--- config.mk ---
export PLATFORM = sky130hd
export DESIGN_NAME = scr_route
export DESIGN_NICKNAME = d
export VERILOG_FILES = /design/src/core/scr_pkg.sv /design/src/core/scr_out_divider.sv /design/src/core/scr_prescale.sv /design/src/core/scr_route.sv
export SDC_FILE = /design/constraint.sdc
export NUM_CORES = 1
export LEC_CHECK = 0
export BUFFER_PORTS_ARGS = -buffer_cell sky130_fd_sc_hd__clkbuf_2
export CAP_MARGIN = 20
export CORE_UTILIZATION = 48
export DETAILED_ROUTE_END_ITERATION = 12
export PLACE_DENSITY = 0.68
export SLEW_MARGIN = 30
export SYNTH_ARGS = -nofsm -noshare
export SYNTH_HDL_FRONTEND = slang
export SYNTH_SLANG_ARGS = --single-unit
--- constraint.sdc ---
create_clock -name i_clock -period 6.4 [get_ports i_clock]
set_clock_uncertainty 0.1 [all_clocks]
set_input_delay 1.28 -clock i_clock [delete_from_list [all_inputs] [get_ports i_clock]]
set_output_delay 1.28 -clock i_clock [all_outputs]
set_load 0.1 [all_outputs]
--- src/core/scr_pkg.sv ---
/*
 * scr_pkg: register indices, field positions, reset values, select encodings
 * and shared decode functions for the status pin clock route block.
 * Assumes a single 20 MHz system clock and byte addresses of four times the index.
 */
package scr_pkg;

	// register indices; byte address is four times the index
	localparam logic [7:0]  SCR_IDX_ROUTE_CTRL = 8'h2d;
	localparam logic [7:0]  SCR_IDX_DIV_A      = 8'h2e;
	localparam logic [7:0]  SCR_IDX_DIV_B      = 8'h2f;
	localparam logic [7:0]  SCR_IDX_PIN_STATE  = 8'h30;

	// reset values
	localparam logic [7:0]  SCR_ROUTE_CTRL_RST = 8'h0a;
	localparam logic [7:0]  SCR_DIV_A_RST      = 8'h00;
	localparam logic [7:0]  SCR_DIV_B_RST      = 8'h00;

	// field positions inside the route control register
	localparam int unsigned SCR_PRE_B_LSB      = 6;
	localparam int unsigned SCR_PRE_A_LSB      = 4;
	localparam int unsigned SCR_SRC_B_LSB      = 2;
	localparam int unsigned SCR_SRC_A_LSB      = 0;

	// pin state register bit positions
	localparam int unsigned SCR_ST_PIN_A       = 0;
	localparam int unsigned SCR_ST_PIN_B       = 1;
	localparam int unsigned SCR_ST_DIV_A       = 2;
	localparam int unsigned SCR_ST_DIV_B       = 3;

	// division figures
	localparam logic [2:0]  SCR_PRE_N4         = 3'h4;
	localparam logic [2:0]  SCR_PRE_N5         = 3'h5;
	localparam logic [7:0]  SCR_DIV_SHORT_MAX  = 8'h05;
	localparam logic [8:0]  SCR_DIV_MIN_RATIO  = 9'h006;

	typedef enum logic [1:0] {
		SCR_PRE_OFF,
		SCR_PRE_DIV4,
		SCR_PRE_DIV5,
		SCR_PRE_RSVD
	} scr_pre_sel_t;

	typedef enum logic [1:0] {
		SCR_SRC_DIV_A,
		SCR_SRC_DIV_B,
		SCR_SRC_STATUS,
		SCR_SRC_OFF
	} scr_src_sel_t;

	typedef enum logic [0:0] {
		SCR_BUS_IDLE,
		SCR_BUS_ACK
	} scr_bus_state_t;

	// two-bit field of the route control register
	function automatic logic [1:0] scr_field(input logic [7:0] ctrl, input int unsigned lsb);
		scr_field = ctrl[lsb +: 2];
	endfunction : scr_field

	// output divider ratio; zero means stopped
	function automatic logic [8:0] scr_div_ratio(input logic [7:0] code);
		if (code == 8'h00) begin
			scr_div_ratio = 9'h000;
		end else if (code <= SCR_DIV_SHORT_MAX) begin
			scr_div_ratio = SCR_DIV_MIN_RATIO;
		end else begin
			scr_div_ratio = {1'b0, code} + 9'h001;
		end
	endfunction : scr_div_ratio

	// pre-divider ratio; zero means stopped, reserved code stops too
	function automatic logic [2:0] scr_pre_ratio(input scr_pre_sel_t sel);
		if (sel == SCR_PRE_DIV4) begin
			scr_pre_ratio = SCR_PRE_N4;
		end else if (sel == SCR_PRE_DIV5) begin
			scr_pre_ratio = SCR_PRE_N5;
		end else begin
			scr_pre_ratio = 3'h0;
		end
	endfunction : scr_pre_ratio

endpackage : scr_pkg

--- src/core/scr_out_divider.sv ---
/*
 * scr_out_divider: 8-bit lvcmos output divider counting pre-divider ticks,
 * output high for the first half of each period.
 * Assumes i_tick is a one-cycle pulse and i_code the software ratio code.
 */
`timescale 1ns/10ps
`default_nettype none

module scr_out_divider (
	// clock and reset
	input  wire logic       i_clock,
	input  wire logic       i_arst_n,
	// source and setting
	input  wire logic       i_tick,
	input  wire logic [7:0] i_code,
	// divided clock level
	output logic            o_clk
);
	import scr_pkg::*;

	logic [8:0] ratio;
	logic [7:0] cnt_reg;
	logic [7:0] cnt_next;

	always_comb begin
		ratio    = scr_div_ratio(i_code);
		cnt_next = cnt_reg;
		if (ratio == 9'h000) begin
			cnt_next = 8'h00;
		end else if (i_tick) begin
			// a shrunken ratio wraps at once instead of running to 255
			if ({1'b0, cnt_reg} >= ratio - 9'h001) begin
				cnt_next = 8'h00;
			end else begin
				cnt_next = cnt_reg + 8'h01;
			end
		end
	end

	always_ff @(posedge i_clock or negedge i_arst_n) begin
		if (!i_arst_n) begin
			cnt_reg <= 8'h00;
			o_clk   <= 1'b0;
		end else begin
			cnt_reg <= cnt_next;
			o_clk   <= (ratio != 9'h000) && ({1'b0, cnt_next} < (ratio >> 1));
		end
	end

	AST_DIV_STEADY_NO_TICK: assert property (@(posedge i_clock) disable iff (!i_arst_n)
		(!i_tick && $stable(i_code)) |=> $stable(o_clk))
		else $error("divider output moved without a tick");

	AST_DIV_STOPPED_LOW: assert property (@(posedge i_clock) disable iff (!i_arst_n)
		(i_code == 8'h00) |=> !o_clk)
		else $error("stopped divider output not low");

endmodule : scr_out_divider

`default_nettype wire

--- src/core/scr_prescale.sv ---
/*
 * scr_prescale: lvcmos pre-divider, emits one tick every four or five
 * source edges, or none while stopped.
 * Assumes i_src_edge is a one-cycle pulse per rising edge of the pll clock.
 */
`timescale 1ns/10ps
`default_nettype none

module scr_prescale (
	// clock and reset
	input  wire logic                  i_clock,
	input  wire logic                  i_arst_n,
	// source and setting
	input  wire logic                  i_src_edge,
	input  wire scr_pkg::scr_pre_sel_t i_sel,
	// divided tick
	output logic                       o_tick
);
	import scr_pkg::*;

	logic [2:0] ratio;
	logic [2:0] cnt_reg;
	logic [2:0] cnt_next;
	logic       tick_next;

	always_comb begin
		ratio     = scr_pre_ratio(i_sel);
		cnt_next  = cnt_reg;
		tick_next = 1'b0;
		if (ratio == 3'h0) begin
			cnt_next = 3'h0;
		end else if (i_src_edge) begin
			if (cnt_reg >= ratio - 3'h1) begin
				cnt_next  = 3'h0;
				tick_next = 1'b1;
			end else begin
				cnt_next = cnt_reg + 3'h1;
			end
		end
	end

	always_ff @(posedge i_clock or negedge i_arst_n) begin
		if (!i_arst_n) begin
			cnt_reg <= 3'h0;
			o_tick  <= 1'b0;
		end else begin
			cnt_reg <= cnt_next;
			o_tick  <= tick_next;
		end
	end

	COV_PRE_DIV5_TICK: cover property (@(posedge i_clock) disable iff (!i_arst_n)
		(i_sel == SCR_PRE_DIV5) && o_tick);

endmodule : scr_prescale

`default_nettype wire

--- src/core/scr_route.sv ---
/*
 * scr_route: status pin lvcmos clock route. Holds the route control and the
 * two output divider registers behind an Avalon-MM slave, runs the two
 * pre-dividers and output dividers, and muxes both status pins.
 * Assumes pll clocks and the normal status levels are synchronous inputs,
 * each pll clock high or low for at least one system clock.
 */
`timescale 1ns/10ps
`default_nettype none

// How it works
// - each status pin can carry divider a's or divider b's clock.
// - the output dividers are fed by the first or second pll pre-divider.
// - bits 7:6 set second pre-divider: off, by 4, by 5, reserved; reset off.
// - bits 5:4 set first pre-divider: off, by 4, by 5, reserved; reset off.
// - bits 3:2 pick second pin: divider a, divider b, status, off; reset status.
// - bits 1:0 pick first pin: divider a, divider b, status, off; reset status.
// - divider a is 8-bit and counts the first pre-divider's output.
// - divider b is 8-bit and counts the second pre-divider's output.
// - ratio code 0 stops, 1 to 5 divide by 6, n divides by n+1.
module scr_route (
	// clock and reset
	input  wire logic        i_clock,
	input  wire logic        i_arst_n,
	// avalon-mm slave
	input  wire logic [7:0]  i_avs_address,
	input  wire logic        i_avs_read,
	input  wire logic        i_avs_write,
	input  wire logic [31:0] i_avs_writedata,
	input  wire logic [3:0]  i_avs_byteenable,
	output logic [31:0]      o_avs_readdata,
	output logic             o_avs_waitrequest,
	// pll clocks and normal status levels
	input  wire logic        i_first_pll_clk,
	input  wire logic        i_second_pll_clk,
	input  wire logic        i_first_status,
	input  wire logic        i_second_status,
	// status pins
	output logic             o_first_status_pin,
	output logic             o_second_status_pin
);
	import scr_pkg::*;

	scr_bus_state_t bus_state_reg;
	logic [7:0]     cmos_clock_route_control_reg;
	logic [7:0]     lvcmos_out_divider_a_reg;
	logic [7:0]     lvcmos_out_divider_b_reg;
	logic [7:0]     word_index;
	logic           bus_req;
	logic           bus_take;
	logic           wr_lane0;
	logic [31:0]    readdata_next;
	logic           first_pll_prev_reg;
	logic           second_pll_prev_reg;
	logic           first_pll_edge;
	logic           second_pll_edge;
	scr_pre_sel_t   first_pll_lvcmos_prescale_sel;
	scr_pre_sel_t   second_pll_lvcmos_prescale_sel;
	scr_src_sel_t   first_status_pin_source_sel;
	scr_src_sel_t   second_status_pin_source_sel;
	logic           tick_a;
	logic           tick_b;
	logic           div_a_clk;
	logic           div_b_clk;
	logic [7:0]     div_a_code;
	logic [7:0]     div_b_code;

	// pin level for a given source selection
	function automatic logic pin_level(input scr_src_sel_t sel, input logic a, input logic b,
		input logic status);
		if (sel == SCR_SRC_DIV_A) begin
			pin_level = a;
		end else if (sel == SCR_SRC_DIV_B) begin
			pin_level = b;
		end else if (sel == SCR_SRC_STATUS) begin
			pin_level = status;
		end else begin
			pin_level = 1'b0;
		end
	endfunction : pin_level

	// code as seen by an output divider; a stopped pre-divider stops the divider too
	function automatic logic [7:0] fed_code(input scr_pre_sel_t sel, input logic [7:0] code);
		if (scr_pre_ratio(sel) == 3'h0) begin
			fed_code = 8'h00;
		end else begin
			fed_code = code;
		end
	endfunction : fed_code

	// ---------------- avalon-mm slave ----------------
	// every access answers after one wait cycle: waitrequest low on the second edge
	assign bus_req    = i_avs_read || i_avs_write;
	assign bus_take   = bus_req && (bus_state_reg == SCR_BUS_ACK);
	assign wr_lane0   = i_avs_write && bus_take && i_avs_byteenable[0];
	assign word_index = {2'h0, i_avs_address[7:2]};

	always_ff @(posedge i_clock or negedge i_arst_n) begin
		if (!i_arst_n) begin
			bus_state_reg     <= SCR_BUS_IDLE;
			o_avs_waitrequest <= 1'b1;
		end else begin
			case (bus_state_reg)
				SCR_BUS_IDLE: begin
					if (bus_req) begin
						bus_state_reg     <= SCR_BUS_ACK;
						o_avs_waitrequest <= 1'b0;
					end
				end
				default: begin
					bus_state_reg     <= SCR_BUS_IDLE;
					o_avs_waitrequest <= 1'b1;
				end
			endcase
		end
	end

	// read data set up while waitrequest falls, held until the next read
	always_comb begin
		readdata_next = 32'h0000_0000;
		if (word_index == SCR_IDX_ROUTE_CTRL) begin
			readdata_next[7:0] = cmos_clock_route_control_reg;
		end else if (word_index == SCR_IDX_DIV_A) begin
			readdata_next[7:0] = lvcmos_out_divider_a_reg;
		end else if (word_index == SCR_IDX_DIV_B) begin
			readdata_next[7:0] = lvcmos_out_divider_b_reg;
		end else if (word_index == SCR_IDX_PIN_STATE) begin
			readdata_next[SCR_ST_PIN_A] = o_first_status_pin;
			readdata_next[SCR_ST_PIN_B] = o_second_status_pin;
			readdata_next[SCR_ST_DIV_A] = div_a_clk;
			readdata_next[SCR_ST_DIV_B] = div_b_clk;
		end
	end

	always_ff @(posedge i_clock or negedge i_arst_n) begin
		if (!i_arst_n) begin
			o_avs_readdata <= 32'h0000_0000;
		end else if (i_avs_read && (bus_state_reg == SCR_BUS_IDLE)) begin
			o_avs_readdata <= readdata_next;
		end
	end

	// ---------------- registers ----------------
	// writes land at the edge where waitrequest is seen low; unmapped ones are dropped
	always_ff @(posedge i_clock or negedge i_arst_n) begin
		if (!i_arst_n) begin
			cmos_clock_route_control_reg <= SCR_ROUTE_CTRL_RST;
		end else if (wr_lane0 && (word_index == SCR_IDX_ROUTE_CTRL)) begin
			cmos_clock_route_control_reg <= i_avs_writedata[7:0];
		end
	end

	always_ff @(posedge i_clock or negedge i_arst_n) begin
		if (!i_arst_n) begin
			lvcmos_out_divider_a_reg <= SCR_DIV_A_RST;
		end else if (wr_lane0 && (word_index == SCR_IDX_DIV_A)) begin
			lvcmos_out_divider_a_reg <= i_avs_writedata[7:0];
		end
	end

	always_ff @(posedge i_clock or negedge i_arst_n) begin
		if (!i_arst_n) begin
			lvcmos_out_divider_b_reg <= SCR_DIV_B_RST;
		end else if (wr_lane0 && (word_index == SCR_IDX_DIV_B)) begin
			lvcmos_out_divider_b_reg <= i_avs_writedata[7:0];
		end
	end

	// field decode
	assign second_pll_lvcmos_prescale_sel = scr_pre_sel_t'(scr_field(cmos_clock_route_control_reg,
		SCR_PRE_B_LSB));
	assign first_pll_lvcmos_prescale_sel  = scr_pre_sel_t'(scr_field(cmos_clock_route_control_reg,
		SCR_PRE_A_LSB));
	assign second_status_pin_source_sel   = scr_src_sel_t'(scr_field(cmos_clock_route_control_reg,
		SCR_SRC_B_LSB));
	assign first_status_pin_source_sel    = scr_src_sel_t'(scr_field(cmos_clock_route_control_reg,
		SCR_SRC_A_LSB));

	// ---------------- clock path ----------------
	always_ff @(posedge i_clock or negedge i_arst_n) begin
		if (!i_arst_n) begin
			first_pll_prev_reg  <= 1'b0;
			second_pll_prev_reg <= 1'b0;
		end else begin
			first_pll_prev_reg  <= i_first_pll_clk;
			second_pll_prev_reg <= i_second_pll_clk;
		end
	end

	assign first_pll_edge  = i_first_pll_clk && !first_pll_prev_reg;
	assign second_pll_edge = i_second_pll_clk && !second_pll_prev_reg;

	// first pll pre-divider feeds divider a, second feeds divider b
	scr_prescale u_prescale_a (
		.i_clock    (i_clock),
		.i_arst_n   (i_arst_n),
		.i_src_edge (first_pll_edge),
		.i_sel      (first_pll_lvcmos_prescale_sel),
		.o_tick     (tick_a)
	);

	scr_prescale u_prescale_b (
		.i_clock    (i_clock),
		.i_arst_n   (i_arst_n),
		.i_src_edge (second_pll_edge),
		.i_sel      (second_pll_lvcmos_prescale_sel),
		.o_tick     (tick_b)
	);

	// a divider with no source restarts low instead of freezing mid-period
	assign div_a_code = fed_code(first_pll_lvcmos_prescale_sel, lvcmos_out_divider_a_reg);
	assign div_b_code = fed_code(second_pll_lvcmos_prescale_sel, lvcmos_out_divider_b_reg);

	scr_out_divider u_divider_a (
		.i_clock  (i_clock),
		.i_arst_n (i_arst_n),
		.i_tick   (tick_a),
		.i_code   (div_a_code),
		.o_clk    (div_a_clk)
	);

	scr_out_divider u_divider_b (
		.i_clock  (i_clock),
		.i_arst_n (i_arst_n),
		.i_tick   (tick_b),
		.i_code   (div_b_code),
		.o_clk    (div_b_clk)
	);

	// ---------------- status pins ----------------
	always_ff @(posedge i_clock or negedge i_arst_n) begin
		if (!i_arst_n) begin
			o_first_status_pin  <= 1'b0;
			o_second_status_pin <= 1'b0;
		end else begin
			o_first_status_pin  <= pin_level(first_status_pin_source_sel, div_a_clk, div_b_clk,
				i_first_status);
			o_second_status_pin <= pin_level(second_status_pin_source_sel, div_a_clk, div_b_clk,
				i_second_status);
		end
	end

	// ---------------- checks ----------------
	AST_FIRST_PIN_FROM_DIV: assert property (@(posedge i_clock) disable iff (!i_arst_n)
		(first_status_pin_source_sel == SCR_SRC_DIV_B) |=> (o_first_status_pin == $past(div_b_clk)))
		else $error("first pin does not follow divider b");

	AST_SECOND_PIN_FROM_DIV: assert property (@(posedge i_clock) disable iff (!i_arst_n)
		(second_status_pin_source_sel == SCR_SRC_DIV_A) |=> (o_second_status_pin == $past(div_a_clk)))
		else $error("second pin does not follow divider a");

	AST_SECOND_PIN_STATUS: assert property (@(posedge i_clock) disable iff (!i_arst_n)
		(second_status_pin_source_sel == SCR_SRC_STATUS) |=> (o_second_status_pin == $past(i_second_status)))
		else $error("second pin does not carry normal status");

	AST_FIRST_PIN_STATUS: assert property (@(posedge i_clock) disable iff (!i_arst_n)
		(first_status_pin_source_sel == SCR_SRC_STATUS) |=> (o_first_status_pin == $past(i_first_status)))
		else $error("first pin does not carry normal status");

	AST_PRE_B_OFF_DIV_LOW: assert property (@(posedge i_clock) disable iff (!i_arst_n)
		((second_pll_lvcmos_prescale_sel == SCR_PRE_OFF) || (second_pll_lvcmos_prescale_sel == SCR_PRE_RSVD))
		|=> !div_b_clk)
		else $error("divider b runs while its pre-divider is off");

	AST_PIN_OFF_LOW: assert property (@(posedge i_clock) disable iff (!i_arst_n)
		(first_status_pin_source_sel == SCR_SRC_OFF) |=> !o_first_status_pin)
		else $error("disabled first pin not low");

	AST_PRE_B_OFF_SILENT: assert property (@(posedge i_clock) disable iff (!i_arst_n)
		((second_pll_lvcmos_prescale_sel == SCR_PRE_OFF) || (second_pll_lvcmos_prescale_sel == SCR_PRE_RSVD))
		|=> !tick_b)
		else $error("second pre-divider ticks while off");

	AST_PRE_A_OFF_SILENT: assert property (@(posedge i_clock) disable iff (!i_arst_n)
		(first_pll_lvcmos_prescale_sel == SCR_PRE_OFF) [*2] |=> (!tick_a && !div_a_clk))
		else $error("first pre-divider ticks while off");

	AST_PRE_A_DIV4_GAP: assert property (@(posedge i_clock) disable iff (!i_arst_n)
		(tick_a && (first_pll_lvcmos_prescale_sel == SCR_PRE_DIV4) && $stable(first_pll_lvcmos_prescale_sel))
		|=> !tick_a [*6])
		else $error("first pre-divider ticked sooner than four pll edges");

	AST_DIV_B_NEEDS_TICK: assert property (@(posedge i_clock) disable iff (!i_arst_n)
		($rose(div_b_clk) && ($past(div_b_code) == $past(div_b_code, 2))) |-> $past(tick_b))
		else $error("divider b moved without a second pre-divider tick");

	AST_BUS_ONE_WAIT: assert property (@(posedge i_clock) disable iff (!i_arst_n)
		(bus_req && o_avs_waitrequest) |=> !o_avs_waitrequest ##1 o_avs_waitrequest)
		else $error("bus answer not after exactly one wait cycle");

	COV_FIRST_PIN_DIV_A: cover property (@(posedge i_clock) disable iff (!i_arst_n)
		(first_status_pin_source_sel == SCR_SRC_DIV_A) && $rose(o_first_status_pin));

	COV_SECOND_PIN_DIV_B: cover property (@(posedge i_clock) disable iff (!i_arst_n)
		(second_status_pin_source_sel == SCR_SRC_DIV_B) && $rose(o_second_status_pin));

	COV_CTRL_WRITE: cover property (@(posedge i_clock) disable iff (!i_arst_n)
		wr_lane0 && (word_index == SCR_IDX_ROUTE_CTRL));

	COV_PIN_STATUS_READ: cover property (@(posedge i_clock) disable iff (!i_arst_n)
		i_avs_read && bus_take && (word_index == SCR_IDX_PIN_STATE));

endmodule : scr_route

`default_nettype wire

==> flow_summary.json <==
{
  "gr-total-overflow": 0,
  "power.leakage_nw": 2.56,
  "path_clk_slew_ps": 70,
  "rows": 36,
  "track_usage_pct": 21.5,
  "synth-edff-count": 0,
  "synthesis.area_sq_um": 4930,
  "fin_crit_ps": 6020,
  "powerDensity_nw_per_um2": 226,
  "ir_drop_mv": 0.162,
  "cts_buffers": 9,
  "clock_sinks": 64,
  "root_buffer": "clkbuf_8",
  "end_kind": "flop",
  "worstMarginPinSlew_ps": 812,
  "fin_ws_ps": 380,
  "drv_cap": 0,
  "crit_fanout": 10,
  "die_w_microns": 103,
  "seq_area_frac_synth_pct": 32.6,
  "slowest_delay_ps": 420,
  "hp-class": "reg2reg",
  "fp.dieH_microns": 103,
  "gp_congestion": 0.848,
  "timing.final.crit_share_pct": 94.1,
  "ys_ff_latch": 64,
  "htreeDepth": 3,
  "grt_max_degree": 65,
  "crit_required_ps": 6580,
  "syn_area_per_cell_sq_um": 9.14,
  "antenna_found_initial": 0,
  "crit_type": "reg2reg",
  "finalHoldViolations": 0,
  "path_common_cell": "ha_1",
  "dr.pass1.iters": 5,
  "cts_tree": "built",
  "async_flop_share_pct": 100,
  "routed_via_density": 5.57,
  "critical_path_arrival_ps": 6200,
  "vias": 3919,
  "synth.distinct_cells": 73,
  "cts_buffer_depth": 2,
  "grt_pass1_wl_microns": 17400,
  "start_util_pct": 50.0,
  "wl_per_cell_microns": 14.9,
  "setup_violations": 0,
  "dieArea_sq_um": 10700,
  "dp_hpwl_microns": 8130,
  "coreArea_sq_um": 9860,
  "status": "completed",
  "postRouteAntennaNets": 0,
  "cts-hold-fix-buffers": 0,
  "p_total_mw": 1.20,
  "whs_ps": 411,
  "slew_violations": 0,
  "ys.flop_type": "dfrtp_1",
  "wirelength_microns": 10500,
  "slew_headroom_pct": 45.8,
  "clock.fmax_mhz": 166,
  "fin_nets": 673,
  "syn_to_final_growth_pct": 7.51,
  "yosysWarnings": 0,
  "pre_cts_ws_ps": 398,
  "drt_iter0_drc": 229,
  "drc": 0,
  "antenna_cells": 0,
  "slowest_stage": "ha_2",
  "syn_inst": 539,
  "drive_gt1_share_pct": 15.8,
  "ioPinCount": 87,
  "grt_pass1_vias": 3605,
  "clock_latency_ps": 340,
  "start_kind": "flop",
  "numPortBuffers": 33
}
## layer usage
layer  track usage [%]  share of wire [%]
met1              31.0                 48
met2              33.2                 45
met3              3.23                6.4
met4              6.72               0.86
met5                 0                  0
## area by class of cell
| type | instances | area, sq um |
|---|---|---|
| fillers | 912 | 4570 |
| multi-input cells | 422 | 3030 |
| flip-flops and latches | 64 | 1610 |
| repair buffers | 35 | 180 |
| well taps | 133 | 166 |
| clock buffers | 10 | 128 |
| inverters | 33 | 124 |
| clock inverters | 6 | 61.3 |
## repair_timing
action                                  CTS  global route
endpoints found under the setup margin    0             2
buffers inserted                          0             0
endpoints found under the hold margin     0             0
gates resized for setup                   0             4
## cell families after synthesis
group,share of synthesized area [%]
AOI/OAI and AO/OA,14.8
DFF,32.6
and+or+nand+nor,18.8
other,0.0761
muxes,5.79
adders and majority gates,14.2
buffers and inverters,7.92
xor gates and xnor gates,5.86
## worst paths after layout
path                                                  from                      to  slack, ps  cells past startpoint
setup / recovery           cmos_clock_route_control_reg[4]       u_divider_a.o_clk        380                     29
hold / removal                           o_avs_waitrequest       o_avs_waitrequest        410                      1
setup reg to reg           cmos_clock_route_control_reg[4]       u_divider_a.o_clk        380                     29
hold reg to reg                          o_avs_waitrequest       o_avs_waitrequest        410                      1
max in group asynchronous                         i_arst_n  u_divider_b.cnt_reg[7]       4650                      2
min in group asynchronous                         i_arst_n     u_prescale_b.o_tick       1000                      2
## synth_stat cells, types with 5 or more instances
library cell	count	area share, %
nand4_1	11	1.4
nand2b_1	8	1.0
nand2_1	45	3.4
nor3_1	8	0.81
mux2_2	20	4.6
inv_1	33	2.5
dfrtp_1	61	31
nor2_1	54	4.1
clkbuf_1	13	0.99
nand3_1	18	1.8
xnor2_1	18	3.2
a31oi_1	5	0.63
or3_1	5	0.63
nor2b_1	6	0.76
a21oi_1	23	2.3
xor2_1	15	2.7
mux2i_1	6	1.2
ha_1	56	14
buf_4	25	3.8
nor4_1	5	0.63
a21o_1	6	0.91
o21ai_0	20	2.0
a22oi_1	6	0.91
## layout by cell type (no fill, tap or decap), drive strengths merged, types with 5 or more instances in the layout
cell and n:
a31oi 5, nand4 11, a21o 6, conb 24, or3 5, clkbuf 42
nor4 5, nand2 45, o21ai 21, a21oi 24, nand2b 8, mux2 20
xor2 15, nor2b 6, xnor2 18, mux2i 6, dfrtp 61, inv 33
nor2 54, nor3 8, a22oi 6, ha 56, nand3 18
## worst max-delay path: cells and delay by family (launching register included)
family | cells | cell delay (ps)
adders and majority gates | 5 | 1390
buffers and inverters | 3 | 240
AOI/OAI and AO/OA | 11 | 1990
DFF | 1 | 380
xor gates and xnor gates | 1 | 90
and+or+nand+nor | 9 | 1760
## report_power, final
part           leakage, nW  total, mW  internal (mW)  switching [mW]
combinational         1.63      0.403          0.103           0.299
clock               0.0960      0.339          0.179           0.161
sequential           0.833      0.458          0.432          0.0260
total                 2.56       1.20          0.713           0.486
## through the flow
stage               TNS, ps  area (sq um)  std cells  util, %
global placement          0          5090        687     51.6
detailed placement        0          5100        687     51.7
floorplan                 0          5010        562        -
CTS                       0          5290        703     53.6
finish                    0          5300        703     53.7
global route          -12.7          5300        703     53.7
Power figures use the tool's default switching activity.
